==> src/design/asrc_params.svh <==
// timing and field constants for the async sram host controller, with the rule summary
// Summary of operation
// - controller changes address only while strobe high or memory deselected.
// - controller holds both selects active across the whole data setup window.
// - controller never drives data while memory may still drive it.
// - strobe write with gate low stretches pulse to float delay plus setup.
// - controller presents valid address no later than select activation for reads.
`ifndef ASRC_PARAMS_SVH
`define ASRC_PARAMS_SVH
`define ASRC_CLK_PERIOD_NS 100
`define ASRC_T_ACCESS_NS 15
`define ASRC_T_GATE_ACCESS_NS 8
`define ASRC_T_WRITE_PULSE_NS 12
`define ASRC_T_WHZ_NS 5
`define ASRC_T_DATA_SETUP_NS 8
// least times round up to whole cycles, never below one
`define ASRC_CYC_UP(t) (((t) + `ASRC_CLK_PERIOD_NS - 1) / `ASRC_CLK_PERIOD_NS)
`define ASRC_RD_CYCLES `ASRC_CYC_UP(`ASRC_T_ACCESS_NS)
`define ASRC_WR_CYCLES `ASRC_CYC_UP(`ASRC_T_WHZ_NS + `ASRC_T_DATA_SETUP_NS)
`define ASRC_WP_CYCLES `ASRC_CYC_UP(`ASRC_T_WRITE_PULSE_NS)
`define ASRC_ADDR_W 17
`define ASRC_DATA_W 8
// stages of the read data synchroniser, added to the read wait
`define ASRC_SYNC_STAGES 2
`define ASRC_CNT_ZERO 4'h0
`endif

==> src/design/asrc_pkg.sv <==
// types shared by the async sram host controller
package asrc_pkg;
   typedef enum logic [2:0] {
      ASRC_IDLE = 3'b000,
      ASRC_RSET = 3'b001,
      ASRC_RWAIT = 3'b010,
      ASRC_WSET = 3'b011,
      ASRC_WPULSE = 3'b100,
      ASRC_WEND = 3'b101
   } asrc_state_t;
endpackage

==> src/design/asrc_timer_if.sv <==
// carrier between the sequencer and its wait timer
`timescale 1ns/1ns
interface asrc_timer_if;
   logic load;
   logic [3:0] count;
   logic done;
   modport seq (output load, output count, input done);
   modport tmr (input load, input count, output done);
endinterface

==> src/design/asrc_timer.sv <==
// down counter that times strobe and access intervals
`timescale 1ns/1ns
`include "asrc_params.svh"
module asrc_timer (
   input wire logic mclk_i,
   input wire logic sys_rst_i,
   asrc_timer_if.tmr t
);
   typedef struct packed {
      logic [3:0] cnt;
   } asrc_tmr_t;
   asrc_tmr_t s;
   asrc_tmr_t next_s;
   // load wins over counting so a new interval always starts fresh
   always_comb
   begin
      next_s = s;
      if (t.load)
         next_s.cnt = t.count;
      else if (s.cnt != `ASRC_CNT_ZERO)
         next_s.cnt = s.cnt - 4'h1;
   end
   always_ff @(posedge mclk_i)
   begin
      if (sys_rst_i)
         s <= '0;
      else
         s <= next_s;
   end
   assign t.done = (s.cnt == `ASRC_CNT_ZERO) && !t.load;
endmodule // asrc_timer

==> src/design/asrc_ctrl.sv <==
// host controller that reads and writes an asynchronous 128k x 8 sram over its pins
`timescale 1ns/1ns
`include "asrc_params.svh"
module asrc_ctrl #(
   parameter int ADDR_W = `ASRC_ADDR_W,
   parameter int DATA_W = `ASRC_DATA_W
) (
   input wire logic mclk_i,
   input wire logic sys_rst_i,
   input wire logic req_valid_i,
   input wire logic req_write_i,
   input wire logic [ADDR_W-1:0] req_addr_i,
   input wire logic [DATA_W-1:0] req_wdata_i,
   output logic req_ready_o,
   output logic rsp_valid_o,
   output logic [DATA_W-1:0] rsp_rdata_o,
   output logic [ADDR_W-1:0] mem_addr_o,
   output logic select_low_active_n_o,
   output logic select_high_active_o,
   output logic gate_n_o,
   output logic write_n_o,
   output logic [DATA_W-1:0] mem_data_o,
   output logic mem_data_oe_o,
   input wire logic [DATA_W-1:0] mem_data_i
);
   typedef struct packed {
      asrc_pkg::asrc_state_t st;
      logic [ADDR_W-1:0] addr;
      logic [DATA_W-1:0] wdata;
      logic [DATA_W-1:0] rdata;
      logic rsp;
      logic sel;
      logic gate;
      logic wr;
      logic oe;
      logic [DATA_W-1:0] d_meta;
      logic [DATA_W-1:0] d_sync;
   } asrc_ctrl_t;
   asrc_ctrl_t s;
   asrc_ctrl_t next_s;
   asrc_timer_if tif ();
   asrc_timer u_timer (
      .mclk_i(mclk_i),
      .sys_rst_i(sys_rst_i),
      .t(tif.tmr)
   );
   // sequencer: address settles before selects, strobes inside selects
   always_comb
   begin
      next_s = s;
      next_s.rsp = 1'b0;
      // read data from the pins goes through two flops before use
      next_s.d_meta = mem_data_i;
      next_s.d_sync = s.d_meta;
      tif.load = 1'b0;
      tif.count = `ASRC_CNT_ZERO;
      unique case (s.st)
         asrc_pkg::ASRC_IDLE:
         begin
            if (req_valid_i)
            begin
               next_s.addr = req_addr_i;
               next_s.wdata = req_wdata_i;
               next_s.st = req_write_i ? asrc_pkg::ASRC_WSET : asrc_pkg::ASRC_RSET;
            end
         end
         asrc_pkg::ASRC_RSET:
         begin
            // selects and gate rise together after the address is stable
            next_s.sel = 1'b1;
            next_s.gate = 1'b1;
            tif.load = 1'b1;
            // two flop sync on data adds to the access wait
            tif.count = 4'(`ASRC_RD_CYCLES + `ASRC_SYNC_STAGES);
            next_s.st = asrc_pkg::ASRC_RWAIT;
         end
         asrc_pkg::ASRC_RWAIT:
         begin
            if (tif.done)
            begin
               next_s.rdata = s.d_sync;
               next_s.rsp = 1'b1;
               next_s.sel = 1'b0;
               next_s.gate = 1'b0;
               next_s.st = asrc_pkg::ASRC_IDLE;
            end
         end
         asrc_pkg::ASRC_WSET:
         begin
            // gate stays high during writes so the memory never drives
            next_s.sel = 1'b1;
            next_s.wr = 1'b1;
            next_s.oe = 1'b1;
            tif.load = 1'b1;
            // pulse covers float plus setup and the plain minimum
            tif.count = 4'((`ASRC_WR_CYCLES > `ASRC_WP_CYCLES) ? `ASRC_WR_CYCLES : `ASRC_WP_CYCLES);
            next_s.st = asrc_pkg::ASRC_WPULSE;
         end
         asrc_pkg::ASRC_WPULSE:
         begin
            // selects held for the whole pulse; strobe ends the write
            if (tif.done)
            begin
               next_s.wr = 1'b0;
               next_s.st = asrc_pkg::ASRC_WEND;
            end
         end
         asrc_pkg::ASRC_WEND:
         begin
            // data held one cycle past strobe rise, then release all
            next_s.sel = 1'b0;
            next_s.oe = 1'b0;
            next_s.rsp = 1'b1;
            next_s.st = asrc_pkg::ASRC_IDLE;
         end
         default:
         begin
            next_s.st = asrc_pkg::ASRC_IDLE;
            next_s.sel = 1'b0;
            next_s.gate = 1'b0;
            next_s.wr = 1'b0;
            next_s.oe = 1'b0;
         end
      endcase
   end
   always_ff @(posedge mclk_i)
   begin
      if (sys_rst_i)
         s <= '0;
      else
         s <= next_s;
   end
   // pins: address only moves in idle, where selects are inactive
   assign mem_addr_o = s.addr;
   assign select_low_active_n_o = !s.sel;
   assign select_high_active_o = s.sel;
   assign gate_n_o = !s.gate;
   assign write_n_o = !s.wr;
   assign mem_data_o = s.wdata;
   assign mem_data_oe_o = s.oe;
   assign req_ready_o = (s.st == asrc_pkg::ASRC_IDLE);
   assign rsp_valid_o = s.rsp;
   assign rsp_rdata_o = s.rdata;
endmodule // asrc_ctrl

==> config.mk <==
export PLATFORM = sky130hd
export DESIGN_NAME = asrc_ctrl
export DESIGN_NICKNAME = d
export VERILOG_FILES = /design/src/design/asrc_pkg.sv /design/src/design/asrc_timer_if.sv /design/src/design/asrc_timer.sv /design/src/design/asrc_ctrl.sv
export VERILOG_INCLUDE_DIRS = /design/src /design/src/design
export SDC_FILE = /design/constraint.sdc
export NUM_CORES = 1
export LEC_CHECK = 0
export CAP_MARGIN = 20
export CORE_ASPECT_RATIO = 1.25
export CORE_MARGIN = 5
export CORE_UTILIZATION = 46
export DETAILED_ROUTE_END_ITERATION = 12
export DONT_BUFFER_PORTS = 1
export PLACE_DENSITY_LB_ADDON = 0.15
export SYNTH_ARGS = -nofsm -noshare
export SYNTH_HDL_FRONTEND = slang
export SYNTH_HIERARCHICAL = 1
export SYNTH_SLANG_ARGS = --single-unit
export TNS_END_PERCENT = 100
==> constraint.sdc <==
create_clock -name mclk_i -period 2.3 [get_ports mclk_i]
set_input_delay 0.46 -clock mclk_i [delete_from_list [all_inputs] [get_ports mclk_i]]
set_output_delay 0.46 -clock mclk_i [all_outputs]
set_load 0.01 [all_outputs]
# Yosys cells after proc, flatten, opt, wreduce, memory -nomap -nowiden
# Cells that the tools add are included.
# totals
word_cells	60
register_bits	61
in_bits	37
out_inout_bits	40
# classes
addsub	1
n_mux	16
n_eq_ne	8
n_bitwise	3
reduce_logical	20
# op_table
cell	n
$mux 28	1
$pmux 3 s5	1
$reduce_or 4->1	3
$reduce_and 2->1	5
$mux 3	3
$pmux 1 s3	3
$mux 4	2
$eq 3x2->1 const B	2
$eq 3x3->1 const B	2
$ne 2x2->1 const B	3
$logic_not 1->1	4
$logic_not 4->1	1
$pmux 1 s2	2
$pmux 2 s2	1
$reduce_bool 4->1	1
$reduce_or 2->1	2
$sub 4x1->4 const B	1
$eq 3x1->1 const B	1
$logic_not 3->1	1
$not 1->1	3
$reduce_and 3->1	1
$mux 1	2
$mux 2	1
$reduce_bool 2->1	1
$logic_and 1x1->1	1

# Depth between registers and ports, before layout
# Gate-level depths: netlist of the first run.
# depth
word_depth	7
mapped_depth	8
mapped_depth_nobuf	7

# By module
# Netlist of the first run, hierarchy kept.
# modules_own_cells
module	seq_area_each_um2	instances	cells_per_inst	area_per_inst_um2
asrc_ctrl	1141.1	1	262	2273.4
asrc_timer	80.1	1	26	232.7

# Worst setup path after synthesis of the first run
# No wires, ideal clock.
# synth_path
kind	reg-to-reg
start	register u_timer/s[0] (netlist name)
end	register s (netlist bit rsp_rdata_o[0])
stages_incl_launch_ff	9
synth_period_minus_slack_ns	2.029
t_required_ns	2.230
path_buffers	1
setup_slack_ns	0.271
setup_ns	0.070
arrival_ns	1.959
path_cell_list	dfxtp_1 -> inv_1 -> ha_1 -> nor3b_1 -> nor2b_1 -> nor4bb_1 -> clkbuf_1 -> nand2_1 -> a21oi_1
# synth_via
elab_chain_len	3
# synth_rtl
item	line	rtl
start: declaration	asrc_timer.sv:12	asrc_tmr_t s;
start signal: assignment	asrc_timer.sv:28	s <= next_s;
$logic_not 4->1 (no source line)	--	
$logic_and 1x1->1	asrc_timer.sv:30	assign t.done = (s.cnt == `ASRC_CNT_ZERO) && !t.load;
net tif.done	asrc_timer_if.sv:6	logic done;
$reduce_and 2->1 (no source line)	--	
end signal: assignment	asrc_ctrl.sv:131	s <= next_s;
end: declaration	asrc_ctrl.sv:39	asrc_ctrl_t s;
# The timed path passes the listed nets, and every way through them passes these cells.
# A chain may end at the register's enable or synchronous reset.

# Worst setup path after layout of the first run
# layout_path
start	register u_timer/s[0] (netlist name)
end	register s (netlist bit rsp_rdata_o[7])
# Same word-level chain as after synthesis.

==> flow_metrics.py, run 1 <==
metrics = {
    "worst_hold_path": {
        "hold_class": "input port to flop",
    },
    "worst_setup_path": {
        "worstPathRequired_ns": 2.55,
        "crit_type": "flop to flop",
        "cp_max_fo": 8,
        "start_kind": "flop",
        "cp-end-kind": "flop",
        "worstPathArrival_ns": 2.20,
    },
    "yosys": {
        "netlist-cell-type-count": 38,
        "synth_area_um2": 2510,
        "seq_area_frac_synth": 0.487,
        "ys_seq_elements": 61,
        "syn_inst": 288,
        "avgSynthCellArea_um2": 8.70,
        "ys_warn_count": 6,
    },
    "floorplanning": {
        "start_util": 0.467,
        "dieArea_um2": 7030,
        "core-area_um2": 5370,
        "ios": 77,
        "rows": 30,
        "die_x_um": 76.0,
        "die_y_um": 92.5,
    },
    "clock_tree": {
        "h-tree-depth": 3,
        "cts_resized": 0,
        "postCtsSetupBuffers": 0,
        "cts_hold_buf": 0,
        "root_buffer": "clkbuf_8",
        "clk_pin_slew_ns": 0.07,
        "cts_buffers": 9,
        "cts_tree": "done",
        "clk_path_buf_depth": 2,
        "cts.sinks": 61,
        "clock_latency_ns": 0.33,
    },
    "grt": {
        "grt_first_pass_wirelength_mm": 6.77,
        "grtUsageTotal": 0.121,
        "grt_pass1_vias": 1443,
        "grt_max_degree": 63,
        "overflow": 0,
        "antenna_found_initial": 0,
    },
    "drt": {
        "ant_nets": 0,
        "drc": 0,
        "vias": 1625,
        "viasPerCell": 5.00,
        "avgRoutedWirePerCell_um": 13.5,
        "wirelength_mm": 4.38,
        "drt_iter0_drc": 38,
        "drtPass1Iterations": 4,
    },
    "pwr": {
        "vdd_drop_max_mv": 0.354,
        "power_frac_seq": 0.449,
        "p_per_area_nw_per_um2": 1130,
        "leakagePower_nw": 0.941,
        "p_int_mw": 2.08,
        "p_sw_frac": 0.270,
        "p_switching_mw": 0.770,
        "combinationalPowerShare": 0.172,
        "clock_power_share": 0.379,
        "power_mw": 2.85,
    },
    "final_layout": {
        "regArea_um2": 1220,
        "multi_input_area_um2": 910,
        "fin_nets": 295,
        "drive_gt1_frac": 0.103,
        "nFillCells": 540,
        "area_growth_pct": 0.250,
        "diodes": 0,
    },
    "sta": {
        "finalHoldViolCount": 0,
        "drv_slew": 0,
        "max_slew_margin": 0.591,
        "setup_violations": 0,
        "fmax_mhz": 514,
        "period_needed_ns": 1.94,
        "rsz0062_at_grt": "no",
        "setup_tns_ns": 0,
        "skew_ns": 0.0100,
        "period_share": 0.845,
        "worst_slew_pin_slew_ns": 0.612,
    },
    "status": {
        "outcome": "finished clean",
    },
    "flow_run": {
        "cap_violations": 0,
    },
    "place": {
        "io_buffers": 0,
        "hpwl_mm": 2.87,
        "place_congestion": 0.681,
    },
}
[layout by cell type, fill, tap and decap left out]
| master | netlist | routed |
|---|---|---|
| o21ai_0 | 1 | 1 |
| clkinv_4 | 0 | 2 |
| o31ai_1 | 1 | 1 |
| xnor2_1 | 3 | 3 |
| buf_4 | 34 | 6 |
| o21bai_1 | 1 | 1 |
| a221oi_1 | 1 | 1 |
| nand2_1 | 72 | 72 |
| ha_1 | 2 | 2 |
| clkinv_2 | 0 | 1 |
| o22ai_1 | 2 | 2 |
| or3_1 | 2 | 2 |
| nor4bb_1 | 1 | 1 |
| bufinv_16 | 0 | 2 |
| nor4_1 | 1 | 1 |
| nand3b_1 | 1 | 1 |
| mux2_2 | 1 | 1 |
| a21boi_0 | 1 | 1 |
| a211o_1 | 2 | 2 |
| nand4bb_1 | 1 | 1 |
| nor2b_1 | 20 | 20 |
| nand2b_1 | 1 | 1 |
| nor4b_4 | 1 | 1 |
| or4_1 | 1 | 1 |
| dfxtp_1 | 61 | 61 |
| or4b_4 | 1 | 1 |
| a21oi_2 | 1 | 1 |
| a2bb2oi_1 | 1 | 1 |
| nor3b_1 | 2 | 2 |
| mux2i_1 | 1 | 1 |
| or2_2 | 1 | 1 |
| conb_1 | 1 | 2 |
| a21oi_1 | 40 | 40 |
| nor2_1 | 4 | 4 |
| nor3_1 | 2 | 2 |
| clkbuf_8 | 0 | 11 |
| nand3_1 | 1 | 1 |
| inv_1 | 6 | 6 |
[power by group through the flow]
| stage | Sequential [mW] | Clock (mW) | Combinational (mW) |
|---|---|---|---|
| 3_3_place_gp | 1.30 | 0 | 0.492 |
| 3_5_place_dp | 1.30 | 0 | 0.493 |
| 5_1_grt | 1.29 | 1.17 | 0.555 |
| 6_report | 1.28 | 1.08 | 0.491 |
| 4_1_cts | 1.28 | 1.12 | 0.498 |
| 2_1_floorplan | 1.24 | 0 | 0.532 |
[final timing paths]
| check | depth (start not counted) | start | to | slack (ns) |
|---|---|---|---|---|
| min | 1 | sys_rst_i | rsp_rdata_o[2] | 0.20 |
| max reg2reg | 8 | u_timer/s[0] | rsp_rdata_o[7] | 0.36 |
| min reg2reg | 2 | s[0] | rsp_rdata_o[0] | 0.43 |
| max | 8 | u_timer/s[0] | rsp_rdata_o[7] | 0.36 |
[flip-flops by register name, summed over array words and instances (netlist names)]
name	flops
mem_addr_o	17
s	13
mem_data_o	8
next_s	8
rsp_rdata_o	8
u_timer/s	4
mem_data_oe_o	1
rsp_valid_o	1
select_high_active_o	1
[routing by layer]
metal / global-route usage / vias to the layer above / share of wire
li1: - / 831 / -
met1: 0.132 / 732 / 0.43
met2: 0.183 / 55 / 0.45
met3: 0.0691 / 7 / 0.10
met4: 0.0668 / 0 / 0.015
met5: 0 / - / 0
[critical path, cell delays in order, from the launching register on]
cell      delay [ns]
dfxtp_1         0.32
inv_1           0.11
ha_1            0.15
nor3b_1         0.23
nor2b_1         0.34
nor4bb_1        0.33
buf_4           0.20
nand2_1         0.06
a21oi_1         0.13
[synthesized netlist by cell type, drive strengths merged]
cell | number | area [um2]
buf | 41 | 323
or2 | 1 | 6.26
o21ai | 1 | 5.00
a211o | 2 | 17.5
xnor2 | 3 | 26.3
o31ai | 1 | 7.51
nor4b | 1 | 23.8
nor3 | 2 | 10.0
a221oi | 1 | 8.76
nand2b | 1 | 6.26
dfxtp | 61 | 1220
or4 | 1 | 7.51
nor3b | 2 | 15.0
o22ai | 2 | 12.5
or3 | 2 | 12.5
ha | 2 | 25.0
nand3b | 1 | 7.51
mux2 | 1 | 11.3
or4b | 1 | 13.8
nor2b | 20 | 125
a2bb2oi | 1 | 8.76
nor2 | 4 | 15.0
o21bai | 1 | 7.51
inv | 6 | 22.5
clkbuf | 9 | 33.8
nand4bb | 1 | 11.3
nor4 | 1 | 6.26
a21boi | 1 | 7.51
nand2 | 72 | 270
mux2i | 1 | 10.0
a21oi | 41 | 209
nand3 | 1 | 5.00
nor4bb | 1 | 10.0
conb | 1 | 3.75
[logic make-up after synthesis]
family,Yosys count,synth area share
buf+inv,56,0.151
other cells,1,0.00150
simple gates,112,0.218
mux,2,0.00849
xor+xnor,3,0.0105
flops,61,0.487
compound gates,51,0.113
fa+ha+maj,2,0.00998
[per-stage QoR]
| stage | utilization | instance area, um2 | hold WS (ns) | std cells | setup WS [ns] |
|---|---|---|---|---|---|
| after global placement | 0.424 | 2280 | 0.417 | 309 | 0.436 |
| after detailed placement | 0.424 | 2280 | 0.420 | 309 | 0.387 |
| final | 0.468 | 2510 | 0.196 | 325 | 0.356 |
| after floorplan | - | 2510 | 0.414 | 289 | 0.271 |
| after global routing | 0.468 | 2510 | 0.166 | 325 | 0.123 |
| after CTS | 0.468 | 2510 | 0.174 | 325 | 0.375 |
[cell type report]
| cell class | count | share of cell area |
|---|---|---|
| clock buffers | 11 | 0.0603 |
| inverters | 6 | 0.00896 |
| repair buffers | 6 | 0.0179 |
| clock inverters | 5 | 0.0329 |
| multi-input cells | 172 | 0.362 |
| well taps | 64 | 0.0319 |
| flip-flops and latches | 61 | 0.486 |
Note: power is estimated with default switching activity, not from simulation.
==> run 2, diff against run 1 <==
- clock period: 2.3 -> 1.9 ns (I/O delays scaled with it)
==> run 2 against run 1 <==
Effect of this change:
- setup slack got worse by 0.21 ns
- die area is the same
- clock power down 8%
- critical path type unchanged
- largest cell class unchanged
==> flow_metrics.py, run 2 (same netlist as run 1, synthesis figures left out) <==
metrics = {
    "final_layout": {
        "area_growth_pct": -0.0500,
        "multi_input_area_um2": 931,
        "drive_gt1_frac": 0.132,
        "nFillCells": 568,
        "largest_reg_flops": 17,
        "layout_common_cells": "nand2_1, dfxtp_1, a21oi_1, nor2b_1, buf_4",
        "regArea_um2": 1220,
        "fin_nets": 299,
        "layout_commonest_cell": "nand2_1",
        "diodes": 0,
        "fin_util": 0.467,
    },
    "grt": {
        "overflow": 0,
        "grt_max_degree": 63,
        "grt_pass1_vias": 1561,
        "grtUsageTotal": 0.128,
        "grt_first_pass_wirelength_mm": 7.16,
        "antenna_found_initial": 0,
    },
    "status": {
        "outcome": "finished clean",
    },
    "worst_setup_path": {
        "timing.rr.end": "rsp_rdata_o[3]",
        "worstSetupEndpoint": "rsp_rdata_o[3]",
        "worstPathArrival_ns": 2.02,
        "crit_type": "flop to flop",
        "cp-end-kind": "flop",
        "worstReg2RegStart": "u_timer/s[0]",
        "cp_max_fo": 8,
        "cpPeakStageDelay_ns": 0.32,
        "critPathLaunch": "u_timer/s[0]",
        "worstPathRequired_ns": 2.16,
        "slowest_stage": "dfxtp_1",
        "start_kind": "flop",
        "r2r_slack_ns": 0.14,
        "r2r.worst_path.cells": 8,
        "path_cells": "inv_1 -> ha_1 -> nor3b_2 -> nor2b_4 -> nor4bb_2 -> buf_4 -> nand2_1 -> a21oi_1",
    },
    "floorplanning": {
        "die_x_um": 76.0,
        "die_y_um": 92.5,
        "dieArea_um2": 7030,
        "ios": 77,
        "rows": 30,
        "core-area_um2": 5370,
        "start_util": 0.467,
    },
    "clock_tree": {
        "cts_hold_buf": 0,
        "clk_path_buf_depth": 2,
        "cts_buffers": 9,
        "cts.sinks": 61,
        "root_buffer": "clkbuf_8",
        "cts_tree": "done",
        "clk_pin_slew_ns": 0.07,
        "h-tree-depth": 3,
        "clock_latency_ns": 0.33,
    },
    "drt": {
        "met2_length_mm": 2.04,
        "wirelength_mm": 4.47,
        "top_layer": "met4",
        "viasPerCell": 4.93,
        "drt-met1-wl_mm": 1.85,
        "dr_wl_met3_um": 515,
        "drc": 0,
        "vias": 1623,
        "ant_nets": 0,
        "drtPass1Iterations": 4,
        "avgRoutedWirePerCell_um": 13.6,
        "drt_iter0_drc": 34,
    },
    "sta": {
        "drv_slew": 0,
        "skew_ns": 0.00782,
        "setup_violations": 0,
        "setup_tns_ns": 0,
        "period_share": 0.924,
        "finalHoldViolCount": 0,
        "fmax_mhz": 570,
        "period_needed_ns": 1.76,
    },
    "pwr": {
        "p_per_area_nw_per_um2": 1280,
        "leakagePower_nw": 0.936,
        "vdd_drop_max_mv": 0.644,
    },
    "place": {
        "hpwl_mm": 2.96,
        "place_congestion": 0.714,
        "io_buffers": 0,
    },
    "worst_hold_path": {
        "hp-start": "sys_rst_i",
        "hold_class": "input port to flop",
    },
    "flow_run": {
        "cap_violations": 0,
    },
}
[run 2: cell types whose count changed in the layout (fill, tap and decap cells not counted), moves of 2 or more]
cell	delta
nor2b_1	-2
clkbuf_8	-2
buf_4	+4
clkinvlp_4	+2
bufinv_16	-2
[run 2: per-layer routing]
| metal | vias up | GRT usage |
|---|---|---|
| li1 | 838 | - |
| met1 | 721 | 0.131 |
| met2 | 58 | 0.199 |
| met3 | 6 | 0.0895 |
| met4 | 0 | 0.0534 |
| met5 | - | 0 |
[run 2: power by group]
part	total, mW	internal [mW]	switching, mW
clock	0.994	0.476	0.518
combinational	0.677	0.349	0.327
sequential	1.54	1.41	0.132
total	3.21	2.24	0.977
[run 2: layout make-up]
| type | instances | share of cell area |
|---|---|---|
| Multi-Input combinational cell | 172 | 0.372 |
| Clock inverter | 7 | 0.0205 |
| Timing Repair Buffer | 10 | 0.0300 |
| Inverter | 6 | 0.00899 |
| Tap cell | 64 | 0.0320 |
| Clock buffer | 9 | 0.0495 |
| Sequential cell | 61 | 0.488 |
[run 2: stage by stage]
stage	power [mW]	instances	hold WS [ns]	area (um2)	worst slack, ns
2_1_floorplan	2.16	289	0.414	2520	0.0307
4_1_cts	3.22	328	0.0848	2480	0.00229
3_5_place_dp	2.20	312	0.420	2310	0.0387
5_1_grt	3.42	329	0.0729	2500	-0.0271
3_3_place_gp	2.20	312	0.415	2310	0.122
6_report	3.21	329	0.111	2500	0.144
[run 2: worst max-delay path: cells and delay by family, from the launching register on]
kind            cells  cell delay, ns
flops               1            0.32
buf+inv             2            0.31
compound gates      1            0.11
simple gates        4            0.80
fa+ha+maj           1            0.15
[run 2: repair_timing]
action	CTS	global route
buffers inserted	0	1
gates resized for setup	0	3
endpoints found under the setup margin	0	9
[run 2: how the worst min path moves through the flow]
stage          depth (start not counted)              to  slack [ns]
6_report                               1       next_s[0]        0.11
5_1_grt                                1    u_timer/s[3]        0.07
4_1_cts                                1    u_timer/s[3]        0.08
3_5_place_dp                           2  rsp_rdata_o[4]        0.42
3_3_place_gp                           2  rsp_rdata_o[7]        0.41
2_1_floorplan                          1            s[0]        0.41
==> run 3, diff against run 2 <==
- CORE_MARGIN: 5 -> default
==> run 3 against run 2 <==
Effect of this change:
- clock skew decreased by 0.00073 ns
- combinational power down 1%
- register-to-register slack improved by 0.07 ns
- count of clock-buffer cells in the layout unchanged
- sequential power hardly changed
- setup slack lost 0.010 ns
- maximum frequency is 0.59% lower
- total power rose by 3.8%
- first-iteration DRC count grew 91%
==> flow_metrics.py, run 3 (same netlist as run 1, synthesis figures left out) <==
metrics = {
    "place": {
        "hpwl_mm": 2.67,
        "place_congestion": 0.769,
        "pre_cts_ws_ns": 0.00939,
        "io_buffers": 0,
    },
    "drt": {
        "drt_iter0_drc": 65,
        "avgRoutedWirePerCell_um": 12.8,
        "drtPass1Iterations": 4,
        "vias": 1619,
        "ant_nets": 0,
        "viasPerCell": 4.97,
        "wirelength_mm": 4.18,
        "drc": 0,
    },
    "sta": {
        "rsz0062_at_grt": "no",
        "drv_slew": 0,
        "finalHoldViolCount": 0,
        "period_share": 0.930,
        "hold-worst-slack_ns": 0.0995,
        "fmax_mhz": 566,
        "setup_tns_ns": 0,
        "fin_ws_ns": 0.134,
        "skew_ns": 0.00709,
        "period_needed_ns": 1.77,
        "setup_violations": 0,
    },
    "grt": {
        "antenna_found_initial": 0,
        "grt_pass1_vias": 1513,
        "top_usage_layer": "met2",
        "overflow": 0,
        "grt_first_pass_wirelength_mm": 6.69,
        "met1_usage": 0.172,
        "grt_max_degree": 63,
        "met2_usage": 0.244,
        "use_met3": 0.0598,
        "grtUsageTotal": 0.157,
    },
    "final_layout": {
        "area_growth_pct": 1.15,
        "layout_common_cells": "nand2_1, dfxtp_1, a21oi_1, nor2b_1, clkbuf_8",
        "fin_util": 0.492,
        "diodes": 0,
        "fin_nets": 298,
        "nFillCells": 528,
        "largest_reg_flops": 17,
        "drive_gt1_frac": 0.133,
        "layout_commonest_cell": "nand2_1",
    },
    "worst_setup_path": {
        "start_kind": "flop",
        "cp_max_fo": 6,
        "crit_type": "flop to output port",
        "path_cells": "buf_4 -> buf_4 -> nor3_1",
        "cpPeakStageDelay_ns": 0.38,
        "slowest_stage": "dfxtp_1",
        "cp-end-kind": "output port",
        "worstPathArrival_ns": 1.39,
        "worstPathRequired_ns": 1.52,
        "crit_top_cell": "buf_4",
    },
    "pwr": {
        "p_sw_frac": 0.291,
        "power_frac_seq": 0.462,
        "clock_power_share": 0.338,
        "combinationalPowerShare": 0.200,
        "leakagePower_nw": 0.948,
        "p_per_area_nw_per_um2": 1320,
        "vdd_drop_max_mv": 0.686,
        "p_switching_mw": 0.971,
        "p_int_mw": 2.36,
    },
    "clock_tree": {
        "postCtsSetupBuffers": 0,
        "clock_latency_ns": 0.33,
        "h-tree-depth": 3,
        "clk_pin_slew_ns": 0.07,
        "cts_hold_buf": 0,
        "cts.sinks": 61,
        "cts_buffers": 9,
        "clk_path_buf_depth": 2,
        "cts_tree": "done",
        "root_buffer": "clkbuf_8",
    },
    "status": {
        "outcome": "finished clean",
    },
    "flow_run": {
        "cap_violations": 0,
    },
    "floorplanning": {
        "core-area_um2": 5150,
        "die_y_um": 84.5,
        "start_util": 0.486,
        "die_x_um": 68.0,
        "dieArea_um2": 5750,
        "rows": 29,
        "ios": 77,
    },
    "worst_hold_path": {
        "hold_class": "input port to flop",
    },
}
## run 3: worst max-delay path, delay by kind of cell (launching register included)
| kind | cells | cell delay (ns) |
|---|---|---|
| DFF | 1 | 0.38 |
| buffers and inverters | 2 | 0.34 |
| and+or+nand+nor | 1 | 0.33 |
## run 3: path summary, 6_finish.rpt
check             slack (ns)         start              to  cells past startpoint
setup reg to reg        0.21  u_timer/s[0]  rsp_rdata_o[5]                      8
setup / recovery        0.13         s[54]     req_ready_o                      3
hold / removal           0.1     sys_rst_i    u_timer/s[3]                      1
hold reg to reg         0.43          s[0]  rsp_rdata_o[0]                      2
## run 3: final cells by class
class,instances,area (um2),area share
Sequential cell,61,1220,0.482
Multi-Input combinational cell,172,945,0.373
Clock buffer,9,124,0.0489
Tap cell,62,77.6,0.0306
Clock inverter,7,73.8,0.0291
Timing Repair Buffer,9,71.3,0.0281
Inverter,6,22.5,0.00888
## run 3: layer usage
layer / up-vias / routed length (um) / share of wire
met4: 0 / 105 / 0.025
met3: 10 / 383 / 0.092
li1: 838 / - / -
met5: - / 0 / 0
met1: 710 / 1780 / 0.43
met2: 61 / 1910 / 0.46
## run 3: what timing repair did
| item | in CTS | in global routing |
|---|---|---|
| setup endpoints to repair | 1 | 8 |
| pin swaps | 0 | 1 |
| resized for setup | 1 | 5 |
## run 3: power by group through the flow
stage / sequential [mW] / clock [mW] / combinational [mW]
after detailed placement: 1.57 / 0 / 0.620
after floorplan: 1.51 / 0 / 0.650
after global routing: 1.57 / 1.22 / 0.757
after CTS: 1.54 / 1.17 / 0.629
final: 1.54 / 1.13 / 0.667
after global placement: 1.57 / 0 / 0.612
## run 3: stage by stage
step                cell area [um2]  power, mW  cells
finish                         2530       3.34    326
global route                   2530       3.55    326
CTS                            2510       3.34    326
detailed placement             2310       2.19    310
global placement               2310       2.18    310
floorplan                      2520       2.16    289
